<file path="config.mk">
export PLATFORM = sky130hd
export DESIGN_NAME = pll_lock_clock_selector
export DESIGN_NICKNAME = d
export VERILOG_FILES = /design/src/verilog/pllsel_pkg.sv /design/src/verilog/pll_lock_clock_selector.sv /design/src/verilog/pin_sync3.sv /design/src/verilog/clk_gear_div.sv
export SDC_FILE = /design/constraint.sdc
export NUM_CORES = 1
export LEC_CHECK = 0
export ABC_AREA = 1
export BUFFER_PORTS_ARGS = -buffer_cell sky130_fd_sc_hd__buf_2
export CORE_UTILIZATION = 35
export CTS_BUF_LIST = sky130_fd_sc_hd__clkbuf_8
export DETAILED_ROUTE_END_ITERATION = 8
export GPL_TIMING_DRIVEN = 0
export HOLD_SLACK_MARGIN = 0.03
export PLACE_DENSITY = 0.63
export SYNTH_ARGS = -nofsm -noshare
export SYNTH_HDL_FRONTEND = slang
export SYNTH_SLANG_ARGS = --single-unit
</file>
<file path="constraint.sdc">
create_clock -name MCLK -period 2.7 [get_ports MCLK]
set_clock_uncertainty 0.1 [all_clocks]
set_input_delay 0.135 -clock MCLK [delete_from_list [all_inputs] [get_ports MCLK]]
set_output_delay 0.135 -clock MCLK [all_outputs]
set_load 0.05 [all_outputs]
</file>
<file path="src/verilog/pllsel_pkg.sv">
// Register map, field positions and reset values of the PLL clock selector
package pllsel_pkg;
    // Register byte offsets
    localparam logic [7:0] PWR_RST_CTRL_OFS = 8'h00;
    localparam logic [7:0] SYS_CLK_CTRL_OFS = 8'h04;
    localparam logic [7:0] CLK_STATUS_OFS = 8'h08;
    localparam logic [7:0] IRQ_STATUS_OFS = 8'h0C;
    localparam logic [7:0] IRQ_MASK_OFS = 8'h10;
    localparam logic [7:0] LOCK_TIMER_OFS = 8'h14;
    // Control field positions
    localparam int LOSS_LOCK_RESET_EN_BIT = 0;
    localparam int LIMP_ENABLE_BIT = 0;
    localparam int SWITCH_TO_BACKUP_BIT = 1;
    localparam int GEAR_LSB = 4;
    localparam int GEAR_W = 3;
    // Status field positions
    localparam int LOCKED_BIT = 0;
    localparam int LIMP_ACTIVE_BIT = 1;
    localparam int PLL_CLK_EN_BIT = 2;
    localparam int HARD_RESET_BIT = 3;
    // Interrupt event positions
    localparam int IRQ_N = 2;
    localparam int IRQ_LOCK_GAIN_BIT = 0;
    localparam int IRQ_LOCK_LOSS_BIT = 1;
    // Reset values
    localparam logic [GEAR_W-1:0] GEAR_RST = 3'h0;
    localparam logic [IRQ_N-1:0] IRQ_MASK_RST = 2'h0;
    localparam logic [31:0] TIMER_RST = 32'h0000_0000;
    localparam logic [31:0] READ_ZERO = 32'h0000_0000;
    // Synchroniser depth and idle levels
    localparam int SYNC_STAGES = 3;
    localparam logic LOCK_IDLE = 1'b0;
    localparam logic HARD_RESET_N_IDLE = 1'b1;
    localparam logic BACKUP_IDLE = 1'b0;
endpackage : pllsel_pkg

</file>
<file path="src/verilog/pll_lock_clock_selector.sv">
// PLL lock-loss clock selector with gear divider and Wishbone registers
//
// Operation
// - Output clock from the PLL stays gated off after reset until lock.
// - Lock lost with loss reset disabled: clock keeps running, no reset.
// - Lock timer runs from the input clock, unaffected by lock.
// - Software sets switch-to-backup only while limp enable already set.
// - Lock loss with hard reset disables PLL output until lock returns.
// - During hard reset switch-to-backup follows the inverse of lock.
// - Switch-to-backup plus limp enable runs the clock from backup.
// - Every lock status change raises a maskable interrupt event.
// - Divider takes PLL output normally, backup clock in limp mode.
// - Divider always divides the source by at least two.
// - Gear changes scale the clock while PLL lock is kept.
// - New gear setting is taken up at the next half-period end, at any time.
//
// Register access over Wishbone and the register offsets were chosen for this implementation.
`timescale 1ns/1ps
module pll_lock_clock_selector (
    input wire logic MCLK,
    input wire logic SYS_RST,
    input wire logic PLL_LOCK,
    input wire logic BACKUP_CLOCK,
    input wire logic HARD_RESET_N,
    input wire logic WB_CYC_I,
    input wire logic WB_STB_I,
    input wire logic WB_WE_I,
    input wire logic [7:0] WB_ADR_I,
    input wire logic [3:0] WB_SEL_I,
    input wire logic [31:0] WB_DAT_I,
    output logic [31:0] WB_DAT_O,
    output logic WB_ACK_O,
    output logic SYS_CLK,
    output logic LIMP_ACTIVE,
    output logic HARD_RESET_REQ,
    output logic IRQ
);
    localparam int GW = pllsel_pkg::GEAR_W;
    localparam int IN = pllsel_pkg::IRQ_N;

    typedef struct packed {
        logic loss_lock_reset_en;
        logic limp_enable;
        logic switch_to_backup;
        logic [GW-1:0] gear;
        logic [IN-1:0] irq_stat;
        logic [IN-1:0] irq_mask;
        logic [31:0] timer;
        logic lock_prev;
        logic pll_gate;
        logic limp_sel;
        logic bk_prev;
        logic hard_reset_n_req;
        logic ack;
        logic [31:0] dat;
        logic irq;
        logic sysclk;
    } top_t;
    top_t r;
    top_t n;

    logic lock_s;
    logic bk_s;
    logic hard_reset_n_s;
    logic hr_act;
    logic dclk;
    logic req;
    logic wr;
    logic tick;
    logic run;
    logic [GW:0] half;
    logic [IN-1:0] ev;
    logic [31:0] rd;

    ////////////////////////////////////////////////////////////////////
    // Pin synchronisers
    pin_sync3 #(.RST_VAL(pllsel_pkg::LOCK_IDLE)) u_lock_sync (
        .clk(MCLK),
        .rst(SYS_RST),
        .d(PLL_LOCK),
        .q(lock_s)
    );

    pin_sync3 #(.RST_VAL(pllsel_pkg::BACKUP_IDLE)) u_bk_sync (
        .clk(MCLK),
        .rst(SYS_RST),
        .d(BACKUP_CLOCK),
        .q(bk_s)
    );

    pin_sync3 #(.RST_VAL(pllsel_pkg::HARD_RESET_N_IDLE)) u_hr_sync (
        .clk(MCLK),
        .rst(SYS_RST),
        .d(HARD_RESET_N),
        .q(hard_reset_n_s)
    );

    assign hr_act = ~hard_reset_n_s;

    ////////////////////////////////////////////////////////////////////
    // Divider source and gear
    // Normal: one tick per VCO cycle; limp: one per backup rising edge
    assign tick = r.limp_sel ? (bk_s & ~r.bk_prev) : 1'b1;
    // Limp always runs; PLL path only while ungated
    assign run = r.limp_sel | r.pll_gate;
    // Half period of gear+1 ticks: ratio never below two
    assign half = {1'b0, r.gear} + {{GW{1'b0}}, 1'b1};

    clk_gear_div #(.HALF_W(GW + 1)) u_div (
        .clk(MCLK),
        .rst(SYS_RST),
        .tick(tick),
        .run(run),
        .half(half),
        .div_clk(dclk)
    );

    ////////////////////////////////////////////////////////////////////
    // Bus decode and read mux
    assign req = WB_CYC_I & WB_STB_I;
    assign wr = req & WB_WE_I & r.ack;
    assign ev[pllsel_pkg::IRQ_LOCK_GAIN_BIT] = lock_s & ~r.lock_prev;
    assign ev[pllsel_pkg::IRQ_LOCK_LOSS_BIT] = ~lock_s & r.lock_prev;

    // Register read data; unmapped offsets read zero
    always_comb begin
        rd = pllsel_pkg::READ_ZERO;
        case (WB_ADR_I)
            pllsel_pkg::PWR_RST_CTRL_OFS: begin
                rd[pllsel_pkg::LOSS_LOCK_RESET_EN_BIT] = r.loss_lock_reset_en;
            end
            pllsel_pkg::SYS_CLK_CTRL_OFS: begin
                rd[pllsel_pkg::LIMP_ENABLE_BIT] = r.limp_enable;
                rd[pllsel_pkg::SWITCH_TO_BACKUP_BIT] = r.switch_to_backup;
                rd[pllsel_pkg::GEAR_LSB +: GW] = r.gear;
            end
            pllsel_pkg::CLK_STATUS_OFS: begin
                rd[pllsel_pkg::LOCKED_BIT] = lock_s;
                rd[pllsel_pkg::LIMP_ACTIVE_BIT] = r.limp_sel;
                rd[pllsel_pkg::PLL_CLK_EN_BIT] = r.pll_gate;
                rd[pllsel_pkg::HARD_RESET_BIT] = hr_act;
            end
            pllsel_pkg::IRQ_STATUS_OFS: begin
                rd[IN-1:0] = r.irq_stat;
            end
            pllsel_pkg::IRQ_MASK_OFS: begin
                rd[IN-1:0] = r.irq_mask;
            end
            pllsel_pkg::LOCK_TIMER_OFS: begin
                rd = r.timer;
            end
            default: begin
                rd = pllsel_pkg::READ_ZERO;
            end
        endcase
    end

    ////////////////////////////////////////////////////////////////////
    // Next-state logic
    always_comb begin
        n = r;
        // One-cycle acknowledge, read data captured with it
        n.ack = req & ~r.ack;
        if (req & ~r.ack) begin
            n.dat = rd;
        end
        // Control register writes
        if (wr && WB_SEL_I[0]) begin
            case (WB_ADR_I)
                pllsel_pkg::PWR_RST_CTRL_OFS: begin
                    n.loss_lock_reset_en =
                        WB_DAT_I[pllsel_pkg::LOSS_LOCK_RESET_EN_BIT];
                end
                pllsel_pkg::SYS_CLK_CTRL_OFS: begin
                    n.limp_enable = WB_DAT_I[pllsel_pkg::LIMP_ENABLE_BIT];
                    n.gear = WB_DAT_I[pllsel_pkg::GEAR_LSB +: GW];
                    // Set only if limp already enabled; clear always
                    if (!WB_DAT_I[pllsel_pkg::SWITCH_TO_BACKUP_BIT]) begin
                        n.switch_to_backup = 1'b0;
                    end else if (r.limp_enable) begin
                        n.switch_to_backup = 1'b1;
                    end
                end
                pllsel_pkg::IRQ_MASK_OFS: begin
                    n.irq_mask = WB_DAT_I[IN-1:0];
                end
                default: begin
                end
            endcase
        end
        // Hard reset forces switch-to-backup to the inverse of lock
        if (hr_act) begin
            n.switch_to_backup = ~lock_s;
        end
        // Sticky change flags: write one clears, new event wins
        if (wr && WB_SEL_I[0] && WB_ADR_I == pllsel_pkg::IRQ_STATUS_OFS) begin
            n.irq_stat = r.irq_stat & ~WB_DAT_I[IN-1:0];
        end
        n.irq_stat = n.irq_stat | ev;
        n.lock_prev = lock_s;
        // Timer on the input clock, cleared by any write
        if (wr && WB_ADR_I == pllsel_pkg::LOCK_TIMER_OFS) begin
            n.timer = pllsel_pkg::TIMER_RST;
        end else begin
            n.timer = r.timer + 32'h0000_0001;
        end
        // PLL path gate: opens on lock, closes under hard reset or our own request
        if (lock_s) begin
            n.pll_gate = 1'b1;
        end else if (hr_act || r.hard_reset_n_req) begin
            n.pll_gate = 1'b0;
        end
        // Lock loss with reset enabled requests hard reset until relock
        if (lock_s) begin
            n.hard_reset_n_req = 1'b0;
        end else if (ev[pllsel_pkg::IRQ_LOCK_LOSS_BIT]) begin
            n.hard_reset_n_req = r.loss_lock_reset_en;
        end
        // Source change only while divided clock is low
        if (!dclk) begin
            n.limp_sel = r.switch_to_backup & r.limp_enable;
        end
        n.bk_prev = bk_s;
        n.irq = |(n.irq_stat & n.irq_mask);
        n.sysclk = dclk;
    end

    ////////////////////////////////////////////////////////////////////
    // State register
    always_ff @(posedge MCLK) begin
        if (SYS_RST) begin
            r <= '0;
            r.gear <= pllsel_pkg::GEAR_RST;
            r.irq_mask <= pllsel_pkg::IRQ_MASK_RST;
            r.timer <= pllsel_pkg::TIMER_RST;
        end else begin
            r <= n;
        end
    end

    // Outputs straight from flops
    assign WB_DAT_O = r.dat;
    assign WB_ACK_O = r.ack;
    assign SYS_CLK = r.sysclk;
    assign LIMP_ACTIVE = r.limp_sel;
    assign HARD_RESET_REQ = r.hard_reset_n_req;
    assign IRQ = r.irq;
endmodule : pll_lock_clock_selector

</file>
<file path="src/verilog/pin_sync3.sv">
// Three-stage pin synchroniser with agreement filter
`timescale 1ns/1ps
module pin_sync3 #(
    parameter logic RST_VAL = 1'b0
) (
    input wire logic clk,
    input wire logic rst,
    input wire logic d,
    output logic q
);
    typedef struct packed {
        logic s1;
        logic s2;
        logic s3;
        logic q;
    } sync_t;
    sync_t r;
    sync_t n;

    // Stage chain; output follows once stages two and three agree
    always_comb begin
        n = r;
        n.s1 = d;
        n.s2 = r.s1;
        n.s3 = r.s2;
        if (r.s2 == r.s3) begin
            n.q = r.s2;
        end
    end

    // State register
    always_ff @(posedge clk) begin
        if (rst) begin
            r <= '{s1: RST_VAL, s2: RST_VAL, s3: RST_VAL, q: RST_VAL};
        end else begin
            r <= n;
        end
    end

    assign q = r.q;
endmodule : pin_sync3

</file>
<file path="src/verilog/clk_gear_div.sv">
// Glitch-free gear divider producing the system clock from source ticks
`timescale 1ns/1ps
module clk_gear_div #(
    parameter int HALF_W = 4
) (
    input wire logic clk,
    input wire logic rst,
    input wire logic tick,
    input wire logic run,
    input wire logic [HALF_W-1:0] half,
    output logic div_clk
);
    typedef struct packed {
        logic [HALF_W-1:0] cnt;
        logic clk;
    } div_t;
    div_t r;
    div_t n;

    // Elaboration check; a half period counter needs two bits
    if (HALF_W < 2) begin : g_half_w_check
        $error("clk_gear_div: HALF_W must be at least 2");
    end

    // Toggle at half-period end; rise only while running, fall always
    always_comb begin
        n = r;
        if (tick) begin
            if (r.cnt != '0) begin
                n.cnt = r.cnt - 1'b1;
            end else if (r.clk || run) begin
                n.clk = ~r.clk;
                n.cnt = half - 1'b1;
            end
        end
    end

    // State register
    always_ff @(posedge clk) begin
        if (rst) begin
            r <= '0;
        end else begin
            r <= n;
        end
    end

    assign div_clk = r.clk;
endmodule : clk_gear_div

</file>
# Word level (Yosys, flattened, before mapping)
# Cells that the tools add are included.
# classes
addsub	4
eq_ne	11
mux	18
bitwise_logic	20
reduce_logical	17
# ops
cell	count
32-bit by 1-bit adder with 32-bit output (second input constant)	1
25-bit two-way mux	1
8-bit by 4-bit == test with 1-bit output (second input constant)	2
8-bit by 5-bit == test with 1-bit output (second input constant)	2
4-bit two-way mux	3
1-bit bitwise AND	8
8-bit by 3-bit == test with 1-bit output (second input constant)	1
8-bit logical NOT	1
4-bit by 1-bit subtractor with 4-bit output (second input constant)	2
1-bit inverter	7
1-bit two-way mux	6
2-bit two-way mux	3
1-bit one-hot mux with 6 select lines	1
3-bit one-hot mux with 2 select lines	1
2-bit AND reduction	3
3-bit AND reduction	2
2-bit OR reduction	3
5-bit two-way mux	1
1-bit one-hot mux with 5 select lines	1
3-bit by 1-bit adder with 4-bit output (second input constant)	1
2-bit bitwise AND	2
2-bit inequality test (second input constant)	2
2-bit one-hot mux with 2 select lines	1
2-bit nonzero test	2
other kinds (8)	13
# totals
reg_bits	99
in_bits	52
output_inout_bits	37
wordCells	100

# Longest topological paths before layout
# depth
word_depth	9
mapped_depth	10
depth_no_buf	10

# Cells and area by module
# From an unflattened synthesis, not the netlist that was laid out.
# hier_totals
cells_unflattened	693
area_unflattened_um2	4913.5
# by_module_without_submodules
mod	instances	cells_each	area_each_um2	seq_area_each_um2
pll_lock_clock_selector	1	582	4142.7	1641.6
clk_gear_div	1	70	399.1	100.1
pin_sync3 (u_bk_sync ...)	2	13	121.4	80.1
pin_sync3 (u_hr_sync)	1	15	128.9	80.1

# Least setup slack after synthesis
# Ideal clock, no wire load.
# synth_timing
path_kind	reg-to-reg
startpoint	reg r, in the netlist WB_ACK_O
endpoint	reg r, in the netlist IRQ
setup_ps	112
arrival_time_ps	1447
t_required_ps	2488
setup_slack_ps	1041
stages_incl_launch_ff	8
n_path_buf	0
period_less_slack_ps	1659
path_cell_list	dfxtp_1 -> nand2_1 -> nor3_4 -> nand2_1 -> nor2_1 -> nor2_2 -> nand2_1 -> nand2_1
# synth_between
elab_chain_len	7
elab_cells_between_ends	8
cone_classes	2 x mux; 3 x bitwise; 3 x reduce/logical
# synth_rtl
item	line	text
from (decl)	pll_lock_clock_selector.sv:59	top_t r;
from (signal assigned)	pll_lock_clock_selector.sv:237	r <= n;
1-bit bitwise AND *	pll_lock_clock_selector.sv:121	assign wr = req & WB_WE_I & r.ack;
1-bit logical AND *	pll_lock_clock_selector.sv:168, pll_lock_clock_selector.sv:196	
1-bit logical AND	pll_lock_clock_selector.sv:196	if (wr && WB_SEL_I[0] && WB_ADR_I == pllsel_pkg::IRQ_STATUS_OFS) begin
2-bit two-way mux	pll_lock_clock_selector.sv:196	
2-bit OR	pll_lock_clock_selector.sv:199	n.irq_stat = n.irq_stat | ev;
2-bit bitwise AND *	pll_lock_clock_selector.sv:224	n.irq = |(n.irq_stat & n.irq_mask);
2-bit OR reduction *	pll_lock_clock_selector.sv:224	
# Every way passes the cells marked *; elsewhere a longest branch is shown, timed or not.
# A chain may end at the register's enable or synchronous reset.

# Final worst setup path
# layout_timing
startpoint	reg r[40] (netlist bit)
endpoint	reg r[68] (netlist bit)
# layout_between
elab_chain_len	1
# layout_rtl
item	line	text
32-bit by 1-bit adder with 32-bit output	pll_lock_clock_selector.sv:205	n.timer = r.timer + 32'h0000_0001;
# Every way passes these cells.

==> reports/results.txt <==
Outcome - complete, no violations
Routed vias/inst - 4.57
Die ar. - 0.0137 mm²
Kind of critical path - reg -> reg
Routed len/inst - 11.8 µm
Critical R2R Launch - r[40]
H-tree levels - 3
Initial DRC count - 277
Pwr Density - 538 mW/mm²
Critical Path RT - 2910 ps
Cells after DPL - 894
Num ports - 89
Antenna Cells - 0
Die span in x - 117 µm
Core area - 0.0128 mm²
# port buffers - 58
Final WL - 10800 µm
Hold slack - 99.5 ps
Post-Syn Instances - 664
RSZ-0062 raised after global routing - false
Vias - 4204
Period utilization - 0.678
Synth unique cells - 28
Syn_nets - 718
Sw Ratio - 0.296
Sequential-to-total area share from yosys stat - 0.427
Synth area leaders - dfxtp_1 (43%), nand2_1 (13%), nor2_1 (8.2%), a21oi_1 (6.8%), buf_4 (5.3%)
Total power - 2.91 mW
Post-synthesis register bit count - 99
DRT antenna net count - 0
GR Util All Layers - 0.169
Synth area leader - dfxtp_1
Setup crit end kind - register
CP arrival - 2040 ps
Worst-Skew Late Latency - 370 ps
Clock Power Share - 0.296
CTS tree - yes
Worst Setup SP - r[40]
Initial antenna violation count - 0
Initial Util - 0.363
CP Launch Type - register
DR pass1 iterations - 5
Lkg Pwr - 2.19 nW
Sw power - 859 µW
Cts bufs inserted - 9
Peak Freq - 0.547 GHz
Int Pwr - 2.05 mW
Worst Max-Slew Pin Slew - 496 ps
Vias in the first global route - 3682
FP Rows - 41
Area Overhead vs Synth - 16.5%
Sequential Power Share - 0.538
Cell Area, Synth - 0.00464 mm²
Largest net degree at the start of global routing - 16
Area share of the largest cell type after synthesis - 0.427
Setup violators final - 0
Fin crit period - 1830 ps
Fin Setup TNS - 0 ps
Worst Min Path Start - WB_SEL_I[0]
Syn Area/Cell - 6.99 µm²
Nets - 796
Hold WC Path Type - in -> reg
Commonest cells after routing, fill and taps aside - nand2_1 (165), nor2_1 (101), dfxtp_1 (99)
Post-CTS resize count - 0
Setup bufs post-CTS - 0
Share of cells above drive strength 1 - 0.183
Drc violations - 0
Die H - 117 µm
Non-Filler Instances - 919
Ys Warns - 0
Rel. slew slack - 0.668
Final Max Tran Viols - 0
First-pass GRT wire length - 17800 µm
Reg clk slew, reported paths - 90 ps
Max-cap viol count - 0
Count of final hold-check violations - 0
DP HPWL - 8320 µm
Commonest non-fill, non-tap cell in the layout - nand2_1
Logic pwr share - 0.166
CTS sink count - 99
RePlAce Congestion - 0.871
CTS root buffer - clkbuf_8
Max FO, Critical Path - 7
GR Overflow Total - 0
CTS max path bufs - 2
Peak supply drop - 194 µV
## registers in the layout, summed over array words and instances (netlist names)
register,flops
HARD_RESET_REQ,1
IRQ,1
LIMP_ACTIVE,1
SYS_CLK,1
WB_ACK_O,1
WB_DAT_O,32
r,45
u_bk_sync.n,2
u_bk_sync.q,1
u_bk_sync.r,1
u_div.div_clk,1
u_div.r,4
u_hr_sync.n,2
u_hr_sync.q,1
u_hr_sync.r,1
u_lock_sync.n,2
u_lock_sync.q,1
u_lock_sync.r,1
## cells by family after synthesis
kind of cell               Yosys count  share of synthesized area
xor gates and xnor gates            11                     0.0208
DFF                                 99                      0.427
buffers and inverters              108                      0.117
and+or+nand+nor                    327                      0.301
AOI/OAI and AO/OA                  117                      0.129
adders and majority gates            2                    0.00539
## cells in the mapped netlist
| cell type | number |
|---|---|
| nor2_4 | 2 |
| a31oi_1 | 1 |
| clkbuf_1 | 8 |
| o21bai_1 | 1 |
| nand4_1 | 1 |
| buf_1 | 1 |
| or2_2 | 6 |
| nand3_1 | 21 |
| nand3_2 | 1 |
| nand2_1 | 165 |
| ha_1 | 2 |
| a211oi_1 | 1 |
| a21oi_1 | 63 |
| nor3_1 | 1 |
| buf_2 | 9 |
| nand2_2 | 4 |
| o211ai_1 | 3 |
| buf_4 | 33 |
| nor2_1 | 101 |
| nand3b_1 | 15 |
| o21ai_0 | 48 |
| and2_1 | 1 |
| dfxtp_1 | 99 |
| xor2_1 | 7 |
| xnor2_1 | 4 |
| inv_1 | 57 |
| nor2_2 | 8 |
| nor3_4 | 1 |
## worst max-delay path: stages, from the launching register on
cell and delay [ps]:
dfxtp_1 490, ha_1 270, inv_1 100, nor2_1 260, inv_1 130, nor2_1 190
nand3b_1 100, a21oi_1 140
## metal layers
| layer | up-vias | track usage | share of wire |
|---|---|---|---|
| li1 | 2230 | - | - |
| met1 | 1870 | 0.236 | 0.51 |
| met2 | 87 | 0.261 | 0.44 |
| met3 | 17 | 0.0247 | 0.038 |
| met4 | 0 | 0.0734 | 0.019 |
| met5 | - | 0 | 0 |
## cell type report
class | count | area (µm²)
Fill cell | 1356 | 7370
Multi-Input combinational cell | 457 | 2120
Clock buffer | 10 | 138
Timing Repair Buffer | 67 | 380
Tap cell | 172 | 215
Clock inverter | 6 | 32.5
Sequential cell | 99 | 1980
Inverter | 57 | 214
Buffer | 51 | 327
## path summary, 6_finish.rpt
path               endpoint  slack, ps  cells after the start
max                   r[68]        870                      7
min                   r[81]        100                      5
max reg2reg           r[68]        870                      7
min reg2reg  u_bk_sync.n[1]        310                      2
## power by group through the flow
stage	registers, mW	clock network (mW)	logic [mW]
finish	1.56	0.859	0.484
detailed placement	1.60	0	0.476
global route	1.57	0.933	0.534
floorplan	1.59	0	0.376
global placement	1.60	0	0.471
CTS	1.56	0.872	0.487
## per-stage QoR
step	instance area (µm²)	utilization	setup WS, ps
final	5400	0.423	871
after global placement	5140	0.403	908
after CTS	5400	0.423	857
after global routing	5400	0.423	658
after detailed placement	5140	0.403	874
after floorplan	4640	-	1040
## what timing repair did
item / 4_1_cts / 5_1_grt
endpoints found under the hold margin: 15 / 0
endpoints found under the setup margin: 0 / 0
hold buffers: 9 / 0
Power figures use the tool's default switching activity.
